===== config.mk =====
export PLATFORM = sky130hd
export DESIGN_NAME = cmp_msg_port
export DESIGN_NICKNAME = d
export VERILOG_FILES = /design/src/rtl/cmp_pkg.sv /design/src/rtl/cmp_param_mem.sv /design/src/rtl/cmp_msg_port.sv
export SDC_FILE = /design/constraint.sdc
export NUM_CORES = 1
export LEC_CHECK = 0
export BUFFER_PORTS_ARGS = -buffer_cell sky130_fd_sc_hd__buf_2
export CAP_MARGIN = 10
export CORE_MARGIN = 3
export CORE_UTILIZATION = 31
export CTS_CLUSTER_DIAMETER = 40
export DETAILED_ROUTE_END_ITERATION = 8
export PLACE_DENSITY = 0.46
export SETUP_SLACK_MARGIN = 0.4
export SKIP_LAST_GASP = 1
export SYNTH_ARGS = -nofsm -noshare
export SYNTH_HDL_FRONTEND = slang
export SYNTH_SLANG_ARGS = --single-unit

===== constraint.sdc =====
create_clock -name clock -period 3.33 [get_ports clock]
set_input_delay 0 -clock clock [delete_from_list [all_inputs] [get_ports clock]]
set_output_delay 0 -clock clock [all_outputs]
set_load 0.02 [all_outputs]

===== src/rtl/cmp_pkg.sv =====
package cmp_pkg;

    ////////////////////////////////////////////////////////////////////////
    // Widths
    localparam int CMP_RX_TYPE_W  = 5;
    localparam int CMP_RX_DATA_W  = 8;
    localparam int CMP_TX_KIND_W  = 3;
    localparam int CMP_TX_DATA_W  = 32;
    localparam int CMP_PARAM_DEPTH = 8;

    ////////////////////////////////////////////////////////////////////////
    // Transmit kinds
    localparam logic [2:0] CMP_KIND_LTR  = 3'h0;
    localparam logic [2:0] CMP_KIND_OBFF = 3'h1;
    localparam logic [2:0] CMP_KIND_SSPL = 3'h2;
    localparam logic [2:0] CMP_KIND_PME  = 3'h3;
    localparam logic [2:0] CMP_KIND_RSV_FIRST = 3'h4;

    ////////////////////////////////////////////////////////////////////////
    // Payload field positions
    localparam int CMP_LTR_SNOOP_REQ    = 31;
    localparam int CMP_LTR_SNOOP_SC_HI  = 28;
    localparam int CMP_LTR_SNOOP_SC_LO  = 26;
    localparam int CMP_LTR_SNOOP_VAL_HI = 25;
    localparam int CMP_LTR_SNOOP_VAL_LO = 16;
    localparam int CMP_LTR_NS_REQ       = 15;
    localparam int CMP_LTR_NS_SC_HI     = 12;
    localparam int CMP_LTR_NS_SC_LO     = 10;
    localparam int CMP_LTR_NS_VAL_HI    = 9;
    localparam int CMP_LTR_NS_VAL_LO    = 0;
    localparam int CMP_OBFF_CODE_HI     = 3;
    localparam int CMP_OBFF_CODE_LO     = 0;
    localparam int CMP_SSPL_HI          = 9;
    localparam int CMP_SSPL_LO          = 0;
    localparam int CMP_PME_PF_HI        = 1;
    localparam int CMP_PME_PF_LO        = 0;
    localparam int CMP_PME_VF_HI        = 9;
    localparam int CMP_PME_VF_LO        = 4;

    ////////////////////////////////////////////////////////////////////////
    // Reset values
    localparam logic [31:0] CMP_PAYLOAD_RST = 32'h0000_0000;
    localparam logic [4:0]  CMP_TYPE_RST    = 5'h00;
    localparam logic [7:0]  CMP_BYTE_RST    = 8'h00;

    ////////////////////////////////////////////////////////////////////////
    // States
    typedef enum logic [3:0] {
        CMP_RX_IDLE = 4'h1,
        CMP_RX_FILL = 4'h2,
        CMP_RX_PLAY = 4'h4,
        CMP_RX_GAP  = 4'h8
    } cmp_rx_state_t;

    typedef enum logic [2:0] {
        CMP_TX_IDLE = 3'h1,
        CMP_TX_SEND = 3'h2,
        CMP_TX_DONE = 3'h4
    } cmp_tx_state_t;

    ////////////////////////////////////////////////////////////////////////
    // Functions
    function automatic logic [31:0] cmp_field(input int hi, input int lo);
        cmp_field = (32'hFFFF_FFFF << lo) & (32'hFFFF_FFFF >> (31 - hi));
    endfunction

    function automatic logic cmp_kind_reserved(input logic [2:0] kind);
        cmp_kind_reserved = (kind >= CMP_KIND_RSV_FIRST);
    endfunction

    // Bits of the payload that carry meaning for a given kind
    function automatic logic [31:0] cmp_payload_mask(input logic [2:0] kind);
        case (kind)
            CMP_KIND_LTR:
                cmp_payload_mask =
                    cmp_field(CMP_LTR_SNOOP_REQ, CMP_LTR_SNOOP_REQ)
                  | cmp_field(CMP_LTR_SNOOP_SC_HI, CMP_LTR_SNOOP_SC_LO)
                  | cmp_field(CMP_LTR_SNOOP_VAL_HI, CMP_LTR_SNOOP_VAL_LO)
                  | cmp_field(CMP_LTR_NS_REQ, CMP_LTR_NS_REQ)
                  | cmp_field(CMP_LTR_NS_SC_HI, CMP_LTR_NS_SC_LO)
                  | cmp_field(CMP_LTR_NS_VAL_HI, CMP_LTR_NS_VAL_LO);
            CMP_KIND_OBFF:
                cmp_payload_mask =
                    cmp_field(CMP_OBFF_CODE_HI, CMP_OBFF_CODE_LO);
            CMP_KIND_SSPL:
                cmp_payload_mask = cmp_field(CMP_SSPL_HI, CMP_SSPL_LO);
            CMP_KIND_PME:
                cmp_payload_mask = cmp_field(CMP_PME_PF_HI, CMP_PME_PF_LO)
                                 | cmp_field(CMP_PME_VF_HI, CMP_PME_VF_LO);
            default:
                cmp_payload_mask = 32'h0000_0000;
        endcase
    endfunction

endpackage


===== src/rtl/cmp_param_mem.sv =====
`timescale 1ns/1ps
module cmp_param_mem
    import cmp_pkg::*;
#(
    parameter int WIDTH = CMP_RX_DATA_W,
    parameter int DEPTH = CMP_PARAM_DEPTH,
    parameter int AW    = $clog2(DEPTH)
)(
    // Clock and reset
    input  wire logic             clock,
    input  wire logic             rst_n,
    // Write side
    input  wire logic             wrEn,
    input  wire logic [AW-1:0]    wrAddr,
    input  wire logic [WIDTH-1:0] wrData,
    // Read side
    input  wire logic [AW-1:0]    rdAddr,
    output      logic [WIDTH-1:0] rdData
);

    typedef struct packed {
        logic [DEPTH-1:0][WIDTH-1:0] mem;
        logic [WIDTH-1:0]            rdData;
    } cmp_mem_state_t;

    cmp_mem_state_t st_r;
    cmp_mem_state_t st_nxt;

    always_comb
    begin
        st_nxt = st_r;
        if (wrEn)
        begin
            st_nxt.mem[wrAddr] = wrData;
        end
        // Bypass so a byte written now can be read in the same cycle
        if (wrEn && (wrAddr == rdAddr))
        begin
            st_nxt.rdData = wrData;
        end
        else
        begin
            st_nxt.rdData = st_r.mem[rdAddr];
        end
    end

    always_ff @(posedge clock or negedge rst_n)
    begin
        if (!rst_n)
        begin
            st_r <= '0;
        end
        else
        begin
            st_r <= st_nxt;
        end
    end

    assign rdData = st_r.rdData;

endmodule // cmp_param_mem


===== src/rtl/cmp_msg_port.sv =====
`timescale 1ns/1ps
// Overview of operation
// - Receive-valid stays high one or more cycles, count set by beats received, at most DEPTH.
// - Parameter bytes appear one per cycle only while receive-valid is high.
// - At least one idle cycle of receive-valid between delivered messages.
// - Receive indication only when the receive port enable attribute is set.
// - Five-bit receive kind names the message while receive-valid is high.
// - Kinds: 0 latency, 1 flush/fill, 2 slot power, 3 PME; 4 to 7 reserved.
// - Latency payload: snoop and no-snoop requirement, scale, value.
// - Flush/fill code in bits 3:0; slot power scale and value in 9:0.
// - PME payload: 1:0 physical, 9:4 virtual functions; several at once.
// - Transmit acknowledge is high for exactly one cycle after completion.
module cmp_msg_port
    import cmp_pkg::*;
#(
    parameter int DEPTH = CMP_PARAM_DEPTH
)(
    // Clock and reset
    clock,
    rst_n,
    // Configuration
    rxMsgPortEnableAttr,
    // Link receive side, one parameter byte per beat
    linkRxValid,
    linkRxReady,
    linkRxType,
    linkRxByte,
    linkRxLast,
    // User receive side
    rxMsgValid,
    rxMsgType,
    rxMsgData,
    // User transmit side
    txMsgReq,
    txMsgKind,
    txMsgPayload,
    txMsgDone,
    // Link transmit side
    linkTxValid,
    linkTxReady,
    linkTxKind,
    linkTxPayload
);
    localparam int AW = $clog2(DEPTH);
    localparam int CW = AW + 1;

    input  wire logic                     clock;
    input  wire logic                     rst_n;
    input  wire logic                     rxMsgPortEnableAttr;
    input  wire logic                     linkRxValid;
    output      logic                     linkRxReady;
    input  wire logic [CMP_RX_TYPE_W-1:0] linkRxType;
    input  wire logic [CMP_RX_DATA_W-1:0] linkRxByte;
    input  wire logic                     linkRxLast;
    output      logic                     rxMsgValid;
    output      logic [CMP_RX_TYPE_W-1:0] rxMsgType;
    output      logic [CMP_RX_DATA_W-1:0] rxMsgData;
    input  wire logic                     txMsgReq;
    input  wire logic [CMP_TX_KIND_W-1:0] txMsgKind;
    input  wire logic [CMP_TX_DATA_W-1:0] txMsgPayload;
    output      logic                     txMsgDone;
    output      logic                     linkTxValid;
    input  wire logic                     linkTxReady;
    output      logic [CMP_TX_KIND_W-1:0] linkTxKind;
    output      logic [CMP_TX_DATA_W-1:0] linkTxPayload;

    typedef struct packed {
        cmp_rx_state_t            rxState;
        logic [CW-1:0]            len;
        logic [AW-1:0]            rdIdx;
        logic [CMP_RX_TYPE_W-1:0] rxType;
        cmp_tx_state_t            txState;
        logic [CMP_TX_KIND_W-1:0] txKind;
        logic [CMP_TX_DATA_W-1:0] txPayload;
    } cmp_core_state_t;

    cmp_core_state_t st_r;
    cmp_core_state_t st_nxt;

    logic          beatTaken;
    logic [CW-1:0] cntNow;
    logic          memWrEn;
    logic          rxLastBeat;

    ////////////////////////////////////////////////////////////////////////
    // Receive path

    assign linkRxReady = (st_r.rxState == CMP_RX_IDLE)
                      || (st_r.rxState == CMP_RX_FILL);
    assign beatTaken   = linkRxValid && linkRxReady;
    assign cntNow      = (st_r.rxState == CMP_RX_IDLE) ? '0 : st_r.len;
    // Bytes beyond the buffer depth are dropped, the message still plays
    assign memWrEn     = beatTaken && (cntNow < CW'(DEPTH));
    assign rxLastBeat  = (st_r.rxState == CMP_RX_PLAY)
                      && (CW'(st_r.rdIdx) == st_r.len - CW'(1));

    assign rxMsgValid = (st_r.rxState == CMP_RX_PLAY);
    assign rxMsgType  = st_r.rxType;

    cmp_param_mem #(
        .WIDTH (CMP_RX_DATA_W),
        .DEPTH (DEPTH)
    ) u_param_mem (
        .clock  (clock),
        .rst_n  (rst_n),
        .wrEn   (memWrEn),
        .wrAddr (cntNow[AW-1:0]),
        .wrData (linkRxByte),
        .rdAddr (st_nxt.rdIdx),
        .rdData (rxMsgData)
    );

    ////////////////////////////////////////////////////////////////////////
    // Transmit path

    assign linkTxValid   = (st_r.txState == CMP_TX_SEND);
    assign linkTxKind    = st_r.txKind;
    assign linkTxPayload = st_r.txPayload;
    assign txMsgDone     = (st_r.txState == CMP_TX_DONE);

    ////////////////////////////////////////////////////////////////////////
    // Next state

    always_comb
    begin
        st_nxt = st_r;
        case (st_r.rxState)
            CMP_RX_IDLE, CMP_RX_FILL:
            begin
                if (beatTaken)
                begin
                    if (st_r.rxState == CMP_RX_IDLE)
                    begin
                        st_nxt.rxType = linkRxType;
                    end
                    st_nxt.len = memWrEn ? cntNow + CW'(1) : cntNow;
                    st_nxt.rdIdx = '0;
                    // drop when the port is disabled
                    if (linkRxLast && rxMsgPortEnableAttr)
                    begin
                        st_nxt.rxState = CMP_RX_PLAY;
                    end
                    else if (linkRxLast)
                    begin
                        st_nxt.rxState = CMP_RX_IDLE;
                    end
                    else
                    begin
                        st_nxt.rxState = CMP_RX_FILL;
                    end
                end
            end
            CMP_RX_PLAY:
            begin
                if (rxLastBeat)
                begin
                    st_nxt.rxState = CMP_RX_GAP;
                end
                else
                begin
                    st_nxt.rdIdx = st_r.rdIdx + AW'(1);
                end
            end
            CMP_RX_GAP:
            begin
                st_nxt.rxState = CMP_RX_IDLE;
            end
            default:
            begin
                st_nxt.rxState = CMP_RX_IDLE;
            end
        endcase

        case (st_r.txState)
            CMP_TX_IDLE:
            begin
                // inputs are captured once and held for the link
                if (txMsgReq)
                begin
                    st_nxt.txKind = txMsgKind;
                    st_nxt.txPayload = txMsgPayload
                                     & cmp_payload_mask(txMsgKind);
                    // reserved kinds are answered, never sent
                    st_nxt.txState = cmp_kind_reserved(txMsgKind)
                                   ? CMP_TX_DONE : CMP_TX_SEND;
                end
            end
            CMP_TX_SEND:
            begin
                if (linkTxReady)
                begin
                    st_nxt.txState = CMP_TX_DONE;
                end
            end
            CMP_TX_DONE:
            begin
                st_nxt.txState = CMP_TX_IDLE;
            end
            default:
            begin
                st_nxt.txState = CMP_TX_IDLE;
            end
        endcase
    end

    always_ff @(posedge clock or negedge rst_n)
    begin
        if (!rst_n)
        begin
            st_r.rxState   <= CMP_RX_IDLE;
            st_r.len       <= '0;
            st_r.rdIdx     <= '0;
            st_r.rxType    <= CMP_TYPE_RST;
            st_r.txState   <= CMP_TX_IDLE;
            st_r.txKind    <= CMP_KIND_LTR;
            st_r.txPayload <= CMP_PAYLOAD_RST;
        end
        else
        begin
            st_r <= st_nxt;
        end
    end
endmodule // cmp_msg_port


==> results.md, run 1 <==
- Kind of cell adding the most delay to the critical path: compound AO/OA/AOI/OAI gates
- Hold Violations, Final: 0
- Area growth syn-to-layout: 30.6%
- Share of cells above drive strength 1: 0.401
- R2r setup slk: 460 ps
- # DRC: 0
- Ant diodes: 0
- Setup violations, final: 0
- Routed WL: between 10 and 15 mm
- Worst setup SP type: flip-flop
- Chip height: 145 microns
- WP buf/inv: 2
- ANT nets after route: 0
- Worst-margin pin slew: about 990 ps
- Die width: 145 microns
- Worst Path Max Fanout: 33
- Count leader, synth: dfrtp_1
- Post-synth top area share: 0.505
- Main flop type after synthesis: dfrtp_1
- Via count: approximately 4200
- Critical Path AT: approximately 3200 ps
- Pre-Repair DR Iteration Count: 4
- Worst vdd ir: 0.342 mV
- Async SR Flop Fraction: 1.00
- Post-Route Setup TNS: 0 ps
- CTS HTree Levels: 4
- Core box area: 18800 sq um
- Reg clk slew, reported paths: around 60 ps
- DP Area: 6400 sq um
- CP endpoint kind: flip-flop
- RePlAce Congestion: just under 0.8
- Cell row count: 50
- Slowest stage cell on the critical path: or4b_4
- Worst min path class: input pin to asynchronous set/reset pin
- # IOs: about 110
- Worst Path Required: roughly 3600 ps
- Die area: approximately 21000 sq um
- Design area: just under 8000 sq um
- Skew-Pair Late Insertion Delay: approximately 410 ps
- Yosys reg bits: around 120
- Power Dens Cells: 849 nW/um^2
- Initial core utilization: 0.317
- I/O Buffers: between 90 and 100
- Max incr delay on CP: 510 ps
- RSZ-0062 raised after global routing: true
- Root Buffer: clkbuf_16
- Fin. max-slew vios: 0
- Post-synth EDFFs: 0
- Global route total overflow: 0
- Yosys top cell by area: dfrtp_1
- Largest net degree at the start of global routing: 76
- Avg Cell Area, Syn: between 10 and 15 sq um
- Tmin final: about 2900 ps
- Synth unique cells: 47
- First-pass GRT wire length: ~23 mm
- Synthesized cell area: slightly below 6000 sq um
- Top cells by area, synth: dfrtp_1 50%, mux2_2 18%, buf_4 6.6%
- Clock Tree Buf Depth: 2
- Vias in the first global route: about 4400
- Fin nets: ~710
- Vias per inst: roughly 4.7
- DR WL/cell: ~15 microns
- MaxCap Viol Count: 0
- Cells after Synth: ~530
- Commonest cells post-synth: 120 x dfrtp_1, 96 x mux2_2, 74 x nand2_1
- Kind of critical path: flip-flop to flip-flop
- Status: completed
- Synthesis Warnings: 0
- CP cell instances: inv_2 > ha_4 > xor2_2 > or4b_4 > a221o_1 > nor2_2 > buf_12 > mux2_2 > o22ai_1 > o31ai_1
- CTS sink cnt: 122
- Leakage power: around 3.7 nW
- Post-DP HPWL: 9.11 mm
- Maximum clock rate: 0.348 GHz
- DR iter-0 viols: around 180
- Rel. slew slack: 0.340
- Final worst-path cycle share: 0.863
- Initial antenna violation count: 0
- GRT Util Overall: 0.141
- CTS tree: built
- Num CTS Buffers: 17
- Fin Clk Skew: ~10 ps
- Sequential area share after synthesis: 0.514
what timing repair did:
action                                  CTS  global route
endpoints found under the hold margin   186             0
gates resized for setup                   4            20
endpoints found under the setup margin   32            40
pin swaps                                 0             2
hold buffers                             57             0
setup buffers                             0             2
worst paths after layout:
kind,start,endpoint,cells after the start
max reg2reg,st_r[46],u_param_mem.rdData[3],10
max in group asynchronous,rst_n,u_param_mem.st_r[67],3
min,rst_n,linkTxPayload[15],2
min in group clock,linkRxType[1],rxMsgType[1],3
min reg2reg,linkTxPayload[0],linkTxPayload[0],2
max,st_r[46],u_param_mem.rdData[3],10
cell type report:
cell class | count | area (sq um)
fill | 1790 | 11000
clock buffer | 21 | 470
inverter | 23 | 86.3
clock inverter | 11 | 215
sequential | 122 | 3060
timing repair buffer | 171 | 1220
multi-input combinational | 318 | 2430
tap | 234 | 293
kinds of logic (layout without fill, tap and decap cells):
family,after synthesis,in the layout,share of synthesized area
AOI/OAI and AO/OA,84,84,0.0882
DFF,122,122,0.514
other,1,4,0.000631
xor gates and xnor gates,6,6,0.0101
muxes,97,97,0.184
and+or+nand+nor,124,124,0.102
buffers and inverters,92,226,0.0943
adders and majority gates,3,3,0.00631
cells in the final DEF (no fill, tap or decap), types with 9 or more instances in the layout:
master / count
dfrtp_1: 120
buf_2: 97
mux2_2: 87
nand2_1: 74
dlygate4sd3_1: 57
o21ai_0: 42
inv_1: 19
clkbuf_16: 17
o22ai_1: 16
buf_4: 13
mux2_4: 10
nor2_1: 9
nand4_1: 9
through the flow:
step / setup slack (ps) / hold WS [ps] / utilization / instances / power, mW
after global placement: 278 / 213 / 0.341 / 808 / 4.27
final: 457 / 302 / 0.414 / 900 / 6.59
after detailed placement: 228 / 223 / 0.341 / 808 / 4.33
after floorplan: 412 / -296 / - / 532 / 3.97
after CTS: 387 / 325 / 0.408 / 897 / 6.59
after global routing: 335 / 355 / 0.414 / 900 / 7.01
registers in the layout, summed over array words and instances, names as in the netlist:
name and cells:
linkTxPayload 28, u_param_mem.st_r 64, linkTxKind 3, st_r 14, u_param_mem.rdData 8, rxMsgType 5
power breakdown:
| group | total [mW] | leakage, nW | internal [mW] | switching (mW) |
|---|---|---|---|---|
| clock network | 2.12 | 0.333 | 1.46 | 0.661 |
| logic | 2.19 | 1.79 | 1.04 | 1.16 |
| registers | 2.27 | 1.59 | 2.01 | 0.258 |
worst register-to-register path, cell delays in order, from the launching register on:
cell     delay (ps)
dfrtp_1         370
inv_2            60
ha_4            160
xor2_2          140
or4b_4          510
a221o_1         370
nor2_2          140
buf_12          230
mux2_2          390
o22ai_1         240
o31ai_1         130
per-layer routing:
metal  part of all wire  up-vias  track usage
met5                  0        -            0
met4              0.016        0       0.0574
met3              0.046       14       0.0390
met2               0.47       97        0.228
met1               0.47     2061        0.179
li1                   -     2029            -
Power figures use the tool's default switching activity.
==> inputs of run 2 (changes only) <==
- CORE_ASPECT_RATIO: not set -> 1.4
==> results.md, run 2 (synthesis gave the netlist of run 1 again) <==
- Core box area: 18800 sq um (about the same)
- Slowest stage cell on the critical path: or4b_4 (unchanged)
- Leakage power: 3.76 nW (was 3.72 nW)
- Reg2reg end: u_param_mem.st_r[63] (was u_param_mem.rdData[3])
- CTS tree: built (unchanged)
- Critical Path AT: 3280 ps (was 3160 ps)
- Post-DP HPWL: 9.43 mm (was 9.11 mm)
- Cell row count: 59 (was 50)
- Tmin final: 2990 ps (was 2870 ps)
- Worst min path class: input pin to asynchronous set/reset pin (unchanged)
- ANT nets after route: 0 (unchanged)
- # DRC: 0 (unchanged)
- Skew-Pair Late Insertion Delay: 410 ps (about the same)
- Fin nets: 717 (was 711)
- Ant diodes: 0 (unchanged)
- R2r setup slk: 340 ps (was 460 ps)
- Vias per inst: 4.74 (was 4.67)
- CP endpoint kind: flip-flop (unchanged)
- Chip height: 170 microns (was 145 microns)
- Area growth syn-to-layout: 32.6% (was 30.6%)
- Via count: 4341 (was 4201)
- Total power draw: 6.66 mW (was 6.59 mW)
- Clock Tree Buf Depth: 2 (unchanged)
- Pre-Repair DR Iteration Count: 4 (unchanged)
- Largest Register: u_param_mem.st_r (unchanged)
- Kind of critical path: flip-flop to flip-flop (unchanged)
- Max FFs per register: 64 (unchanged)
- Die area: 20900 sq um (about the same)
- Reg clk slew, reported paths: 50 ps (was 60 ps)
- Maximum clock rate: 0.334 GHz (was 0.348 GHz)
- Routed WL: 14.7 mm (was 13.9 mm)
- CTS sink cnt: 122 (unchanged)
- Vias in the first global route: 4720 (was 4412)
- DR iter-0 viols: 168 (was 178)
- Worst Path Required: 3620 ps (was 3610 ps)
- I/O Buffers: 98 (unchanged)
- R2r worst-path depth: 10 (unchanged)
- RePlAce Congestion: 0.752 (was 0.784)
- Num CTS Buffers: 17 (unchanged)
- Final worst-path cycle share: 0.899 (was 0.863)
- Fin. max-slew vios: 0 (unchanged)
- Worst-margin pin slew: 1090 ps (was 990 ps)
- Hold Violations, Final: 0 (unchanged)
- Commonest non-fill, non-tap cell in the layout: dfrtp_1 (unchanged)
- RSZ-0062 raised after global routing: true (unchanged)
- MaxCap Viol Count: 0 (unchanged)
- Source of the worst register-to-register timing path: st_r[46] (unchanged)
- Initial core utilization: 0.317 (about the same)
- CP cell instances: inv_2 > ha_4 > xor2_2 > or4b_4 > a221o_1 > o21ai_2 > nor3b_4 > and3_4 > buf_12 > mux2_4 (was inv_2 > ha_4 > xor2_2 > or4b_4 > a221o_1 > nor2_2 > buf_12 > mux2_2 > o22ai_1 > o31ai_1)
- GRT Util Overall: 0.147 (was 0.141)
- Initial antenna violation count: 0 (unchanged)
- Root Buffer: clkbuf_16 (unchanged)
- DP Area: 6420 sq um (was 6400 sq um)
- Max incr delay on CP: 550 ps (was 510 ps)
- First-pass GRT wire length: 24.0 mm (was 22.6 mm)
- Setup violations, final: 0 (unchanged)
- Status: completed (unchanged)
- Share of cells above drive strength 1: 0.423 (was 0.401)
- Power Dens Cells: 844 nW/um^2 (was 849 nW/um^2)
- DR WL/cell: 16.1 microns (was 15.5 microns)
- CTS HTree Levels: 4 (unchanged)
- # IOs: 107 (unchanged)
- Global route total overflow: 0 (unchanged)
- Post-Route Setup TNS: 0 ps (unchanged)
- Die width: 123 microns (was 145 microns)
- Fin Clk Skew: 5.93 ps (was 10.4 ps)
- WHS: 286 ps (was 302 ps)
- Worst Path Max Fanout: 8 (was 33)
- Worst vdd ir: 0.367 mV (was 0.342 mV)
- Largest net degree at the start of global routing: 76 (unchanged)
- Worst setup SP type: flip-flop (unchanged)
- Rel. slew slack: 0.272 (was 0.340)
- Design area: 7890 sq um (was 7760 sq um)
- Most frequent cells in the layout: 120 x dfrtp_1, 97 x buf_2, 80 x mux2_2, 74 x nand2_1, 57 x dlygate4sd3_1 (was 120 x dfrtp_1, 97 x buf_2, 87 x mux2_2, 74 x nand2_1, 57 x dlygate4sd3_1)
-- run 2: changes by cell type in the layout (fill, tap and decap cells not counted), moves of 3 or more --
cell,before,now
buf_4,13,18
clkinv_2,2,5
mux2_2,87,80
mux2_4,10,17
o21ai_0,42,35
o21ai_2,0,7
o31ai_1,8,4
o31ai_2,0,4
-- run 2: stage by stage --
| stage | worst slack, ps | util | std cells |
|---|---|---|---|
| after floorplan | 412 | - | 532 |
| after global placement | 221 | 0.342 | 821 |
| after detailed placement | 188 | 0.342 | 821 |
| after CTS | 377 | 0.410 | 911 |
| after global routing | 254 | 0.421 | 915 |
| final | 337 | 0.421 | 915 |
-- run 2: final cells by class --
class | instances | area, sq um
clock buffer | 18 | 439
clock inverter | 13 | 199
fill | 1820 | 10900
inverter | 23 | 86.3
multi-input combinational | 318 | 2510
sequential | 122 | 3060
tap | 244 | 305
timing repair buffer | 177 | 1290
-- run 2: critical path: cells and delay by family, from the launching register on --
| kind | cells | cell delay (ps) |
|---|---|---|
| AND/OR/NAND/NOR | 3 | 1090 |
| AO/OA/AOI/OAI | 2 | 600 |
| flip-flops | 1 | 350 |
| multiplexers | 1 | 300 |
| buffers and inverters | 2 | 200 |
| adder cells (fa/ha/maj) | 1 | 160 |
| XOR/XNOR | 1 | 140 |
-- run 2: power breakdown --
part / internal, mW / switching (mW) / leakage, nW
registers: 2.01 / 0.266 / 1.59
logic: 1.14 / 1.24 / 1.86
clock network: 1.34 / 0.656 / 0.312
total: 4.49 / 2.16 / 3.76
-- run 2: worst max path at each step --
| stage | from | endpoint | slack (ps) | depth (start not counted) |
|---|---|---|---|---|
| 2_1_floorplan | st_r[47] | u_param_mem.st_r[40] | 410 | 11 |
| 4_1_cts | st_r[46] | u_param_mem.rdData[1] | 380 | 11 |
| 3_5_place_dp | st_r[46] | u_param_mem.rdData[2] | 190 | 11 |
| 3_3_place_gp | st_r[46] | u_param_mem.rdData[1] | 220 | 11 |
| 6_report | st_r[46] | u_param_mem.st_r[63] | 340 | 10 |
| 5_1_grt | st_r[47] | u_param_mem.st_r[63] | 250 | 10 |
-- run 2: what timing repair did --
| action | CTS | global route |
|---|---|---|
| buffers inserted | 2 | 3 |
| pin swaps | 0 | 5 |
| hold buffers | 57 | 0 |
| endpoints found under the hold margin | 186 | 0 |
| endpoints found under the setup margin | 30 | 39 |
| gates cloned | 0 | 1 |
| resized for setup | 11 | 44 |
-- run 2: layer usage --
metal  share of wire  vias up  track usage
met4           0.016        0       0.0520
li1                -     2040            -
met3           0.050       19       0.0399
met1            0.41     2165        0.170
met2            0.53      117        0.261
met5               0        -            0
==> inputs of run 3 (changes only) <==
- CORE_MARGIN: 3 -> 10
==> results.md, run 3 (synthesis gave the netlist of run 1 again) <==
- Worst Path Required: 3620 ps (about the same)
- RSZ-0062 raised after global routing: true (unchanged)
- Worst vdd ir: 0.445 mV (was 0.367 mV)
- Commonest non-fill, non-tap cell in the layout: dfrtp_1 (unchanged)
- Power Dens Cells: 832 nW/um^2 (was 844 nW/um^2)
- Pre-Repair DR Iteration Count: 4 (unchanged)
- Critical path capture point: u_param_mem.st_r[46] (was u_param_mem.st_r[63])
- Maximum clock rate: 0.334 GHz (about the same)
- Max FFs per register: 64 (unchanged)
- Worst-margin pin slew: 1070 ps (was 1090 ps)
- Critical path launch point: st_r[47] (was st_r[46])
- CTS tree: built (unchanged)
- Initial core utilization: 0.317 (unchanged)
- Final worst-path setup slack: 334 ps (was 337 ps)
- DR WL/cell: 17.1 microns (was 16.1 microns)
- MaxCap Viol Count: 0 (unchanged)
- Die area: 25200 sq um (was 20900 sq um)
- Design area: 8080 sq um (was 7890 sq um)
- Final worst-path cycle share: 0.900 (was 0.899)
- Num CTS Buffers: 17 (unchanged)
- Fin nets: 719 (was 717)
- Worst min path class: input pin to asynchronous set/reset pin (unchanged)
- # IOs: 107 (unchanged)
- Area growth syn-to-layout: 35.9% (was 32.6%)
- Root Buffer: clkbuf_16 (unchanged)
- Fin Clk Skew: 16.2 ps (was 5.93 ps)
- Post-Route Setup TNS: 0 ps (unchanged)
- Largest Register: u_param_mem.st_r (unchanged)
- Global route total overflow: 0 (unchanged)
- R2r worst-path depth: 11 (was 10)
- Kind of critical path: flip-flop to flip-flop (unchanged)
- Share of cells above drive strength 1: 0.448 (was 0.423)
- Reg clk slew, reported paths: 60 ps (was 50 ps)
- # placed instances: 820 (was 821)
- Source of the worst register-to-register timing path: st_r[47] (was st_r[46])
- Non-Filler Instances: 918 (was 915)
- Critical Path AT: 3290 ps (was 3280 ps)
- Worst Path Max Fanout: 8 (unchanged)
- Most frequent cells in the layout: 120 x dfrtp_1, 97 x buf_2, 74 x nand2_1, 71 x mux2_2, 57 x dlygate4sd3_1 (was 120 x dfrtp_1, 97 x buf_2, 80 x mux2_2, 74 x nand2_1, 57 x dlygate4sd3_1)
- Ant diodes: 0 (unchanged)
- R2r setup slk: 330 ps (was 340 ps)
- DR iter-0 viols: 194 (was 168)
- Chip height: 184 microns (was 170 microns)
- DP Area: 6420 sq um (about the same)
- WHS: 275 ps (was 286 ps)
- GRT Util Overall: 0.124 (was 0.147)
- Hold Violations, Final: 0 (unchanged)
- Via count: 4294 (was 4341)
- Core box area: 18800 sq um (unchanged)
- Post-DP HPWL: 10.1 mm (was 9.43 mm)
- First-pass GRT wire length: 24.6 mm (was 24.0 mm)
- Leakage power: 3.85 nW (was 3.76 nW)
- ANT nets after route: 0 (unchanged)
- # DRC: 0 (unchanged)
- I/O Buffers: 98 (unchanged)
- Reg2reg end: u_param_mem.st_r[46] (was u_param_mem.st_r[63])
- CTS HTree Levels: 4 (unchanged)
- Status: completed (unchanged)
- Clock Tree Buf Depth: 2 (unchanged)
- Initial antenna violation count: 0 (unchanged)
- Worst setup SP type: flip-flop (unchanged)
- CP endpoint kind: flip-flop (unchanged)
- Die width: 137 microns (was 123 microns)
- Rel. slew slack: 0.283 (was 0.272)
- Largest net degree at the start of global routing: 74 (was 76)
- Setup violations, final: 0 (unchanged)
- Skew-Pair Late Insertion Delay: 420 ps (was 410 ps)
- Tmin final: 3000 ps (was 2990 ps)
- Dpl ws: 338 ps (was 188 ps)
- Fin. max-slew vios: 0 (unchanged)
- Vias in the first global route: 4713 (was 4720)
- RePlAce Congestion: 0.756 (was 0.752)
- Routed WL: 15.7 mm (was 14.7 mm)
- Cell row count: 59 (unchanged)
- CTS sink cnt: 122 (unchanged)
- Vias per inst: 4.68 (was 4.74)
## run 3: changes by cell type in the layout (fill, tap and decap cells not counted), moves of 3 or more
cell / delta
o22ai_2: +12
mux2_4: +9
o22ai_1: -13
clkinv_4: +5
mux2_2: -9
buf_4: -3
## run 3: where the power goes
part | internal, mW | switching (mW) | total (mW)
combinational | 1.24 | 1.31 | 2.55
sequential | 2.01 | 0.273 | 2.29
clock | 1.20 | 0.688 | 1.89
## run 3: final cells by class
type | instances | area [sq um]
Tap cell | 244 | 305
Multi-Input combinational cell | 318 | 2670
Inverter | 23 | 86.3
Clock inverter | 14 | 173
Fill cell | 1818 | 10700
Timing Repair Buffer | 179 | 1350
Sequential cell | 122 | 3060
Clock buffer | 18 | 439
## run 3: how the worst min path moves through the flow
stage	to	slack (ps)	depth (start not counted)
2_1_floorplan	linkTxKind[0]	-300	0
6_report	rxMsgType[0]	280	2
3_5_place_dp	st_r[51]	220	2
5_1_grt	rxMsgType[3]	350	3
3_3_place_gp	rxMsgType[3]	210	1
4_1_cts	st_r[51]	320	2
## run 3: per-stage QoR
stage	power, mW	utilization
global placement	4.31	0.343
floorplan	3.97	-
global route	7.13	0.431
detailed placement	4.37	0.343
finish	6.73	0.431
CTS	6.37	0.407
## run 3: timing repair
item	in CTS	in global routing
gates resized for setup	5	81
hold endpoints to repair	185	0
pin swaps	2	13
setup endpoints to repair	28	40
setup buffers	0	6
cloned	0	3
hold buffers	57	0
## run 3: layer usage
layer  vias up  share of wire  GRT usage
li1       2048              -          -
met1      2124           0.40      0.137
met2       102           0.52      0.211
met3        20          0.063     0.0481
met4         0          0.014     0.0406
met5         -              0          0
## run 3: worst max-delay path, stage by stage (launching register included)
cell	delay (ps)
dfrtp_1	370
inv_2	80
ha_4	170
xor2_2	140
or4b_4	550
a2111oi_4	340
buf_4	190
nor3_2	50
nor3b_4	270
and3_4	240
buf_12	150
mux2_4	310
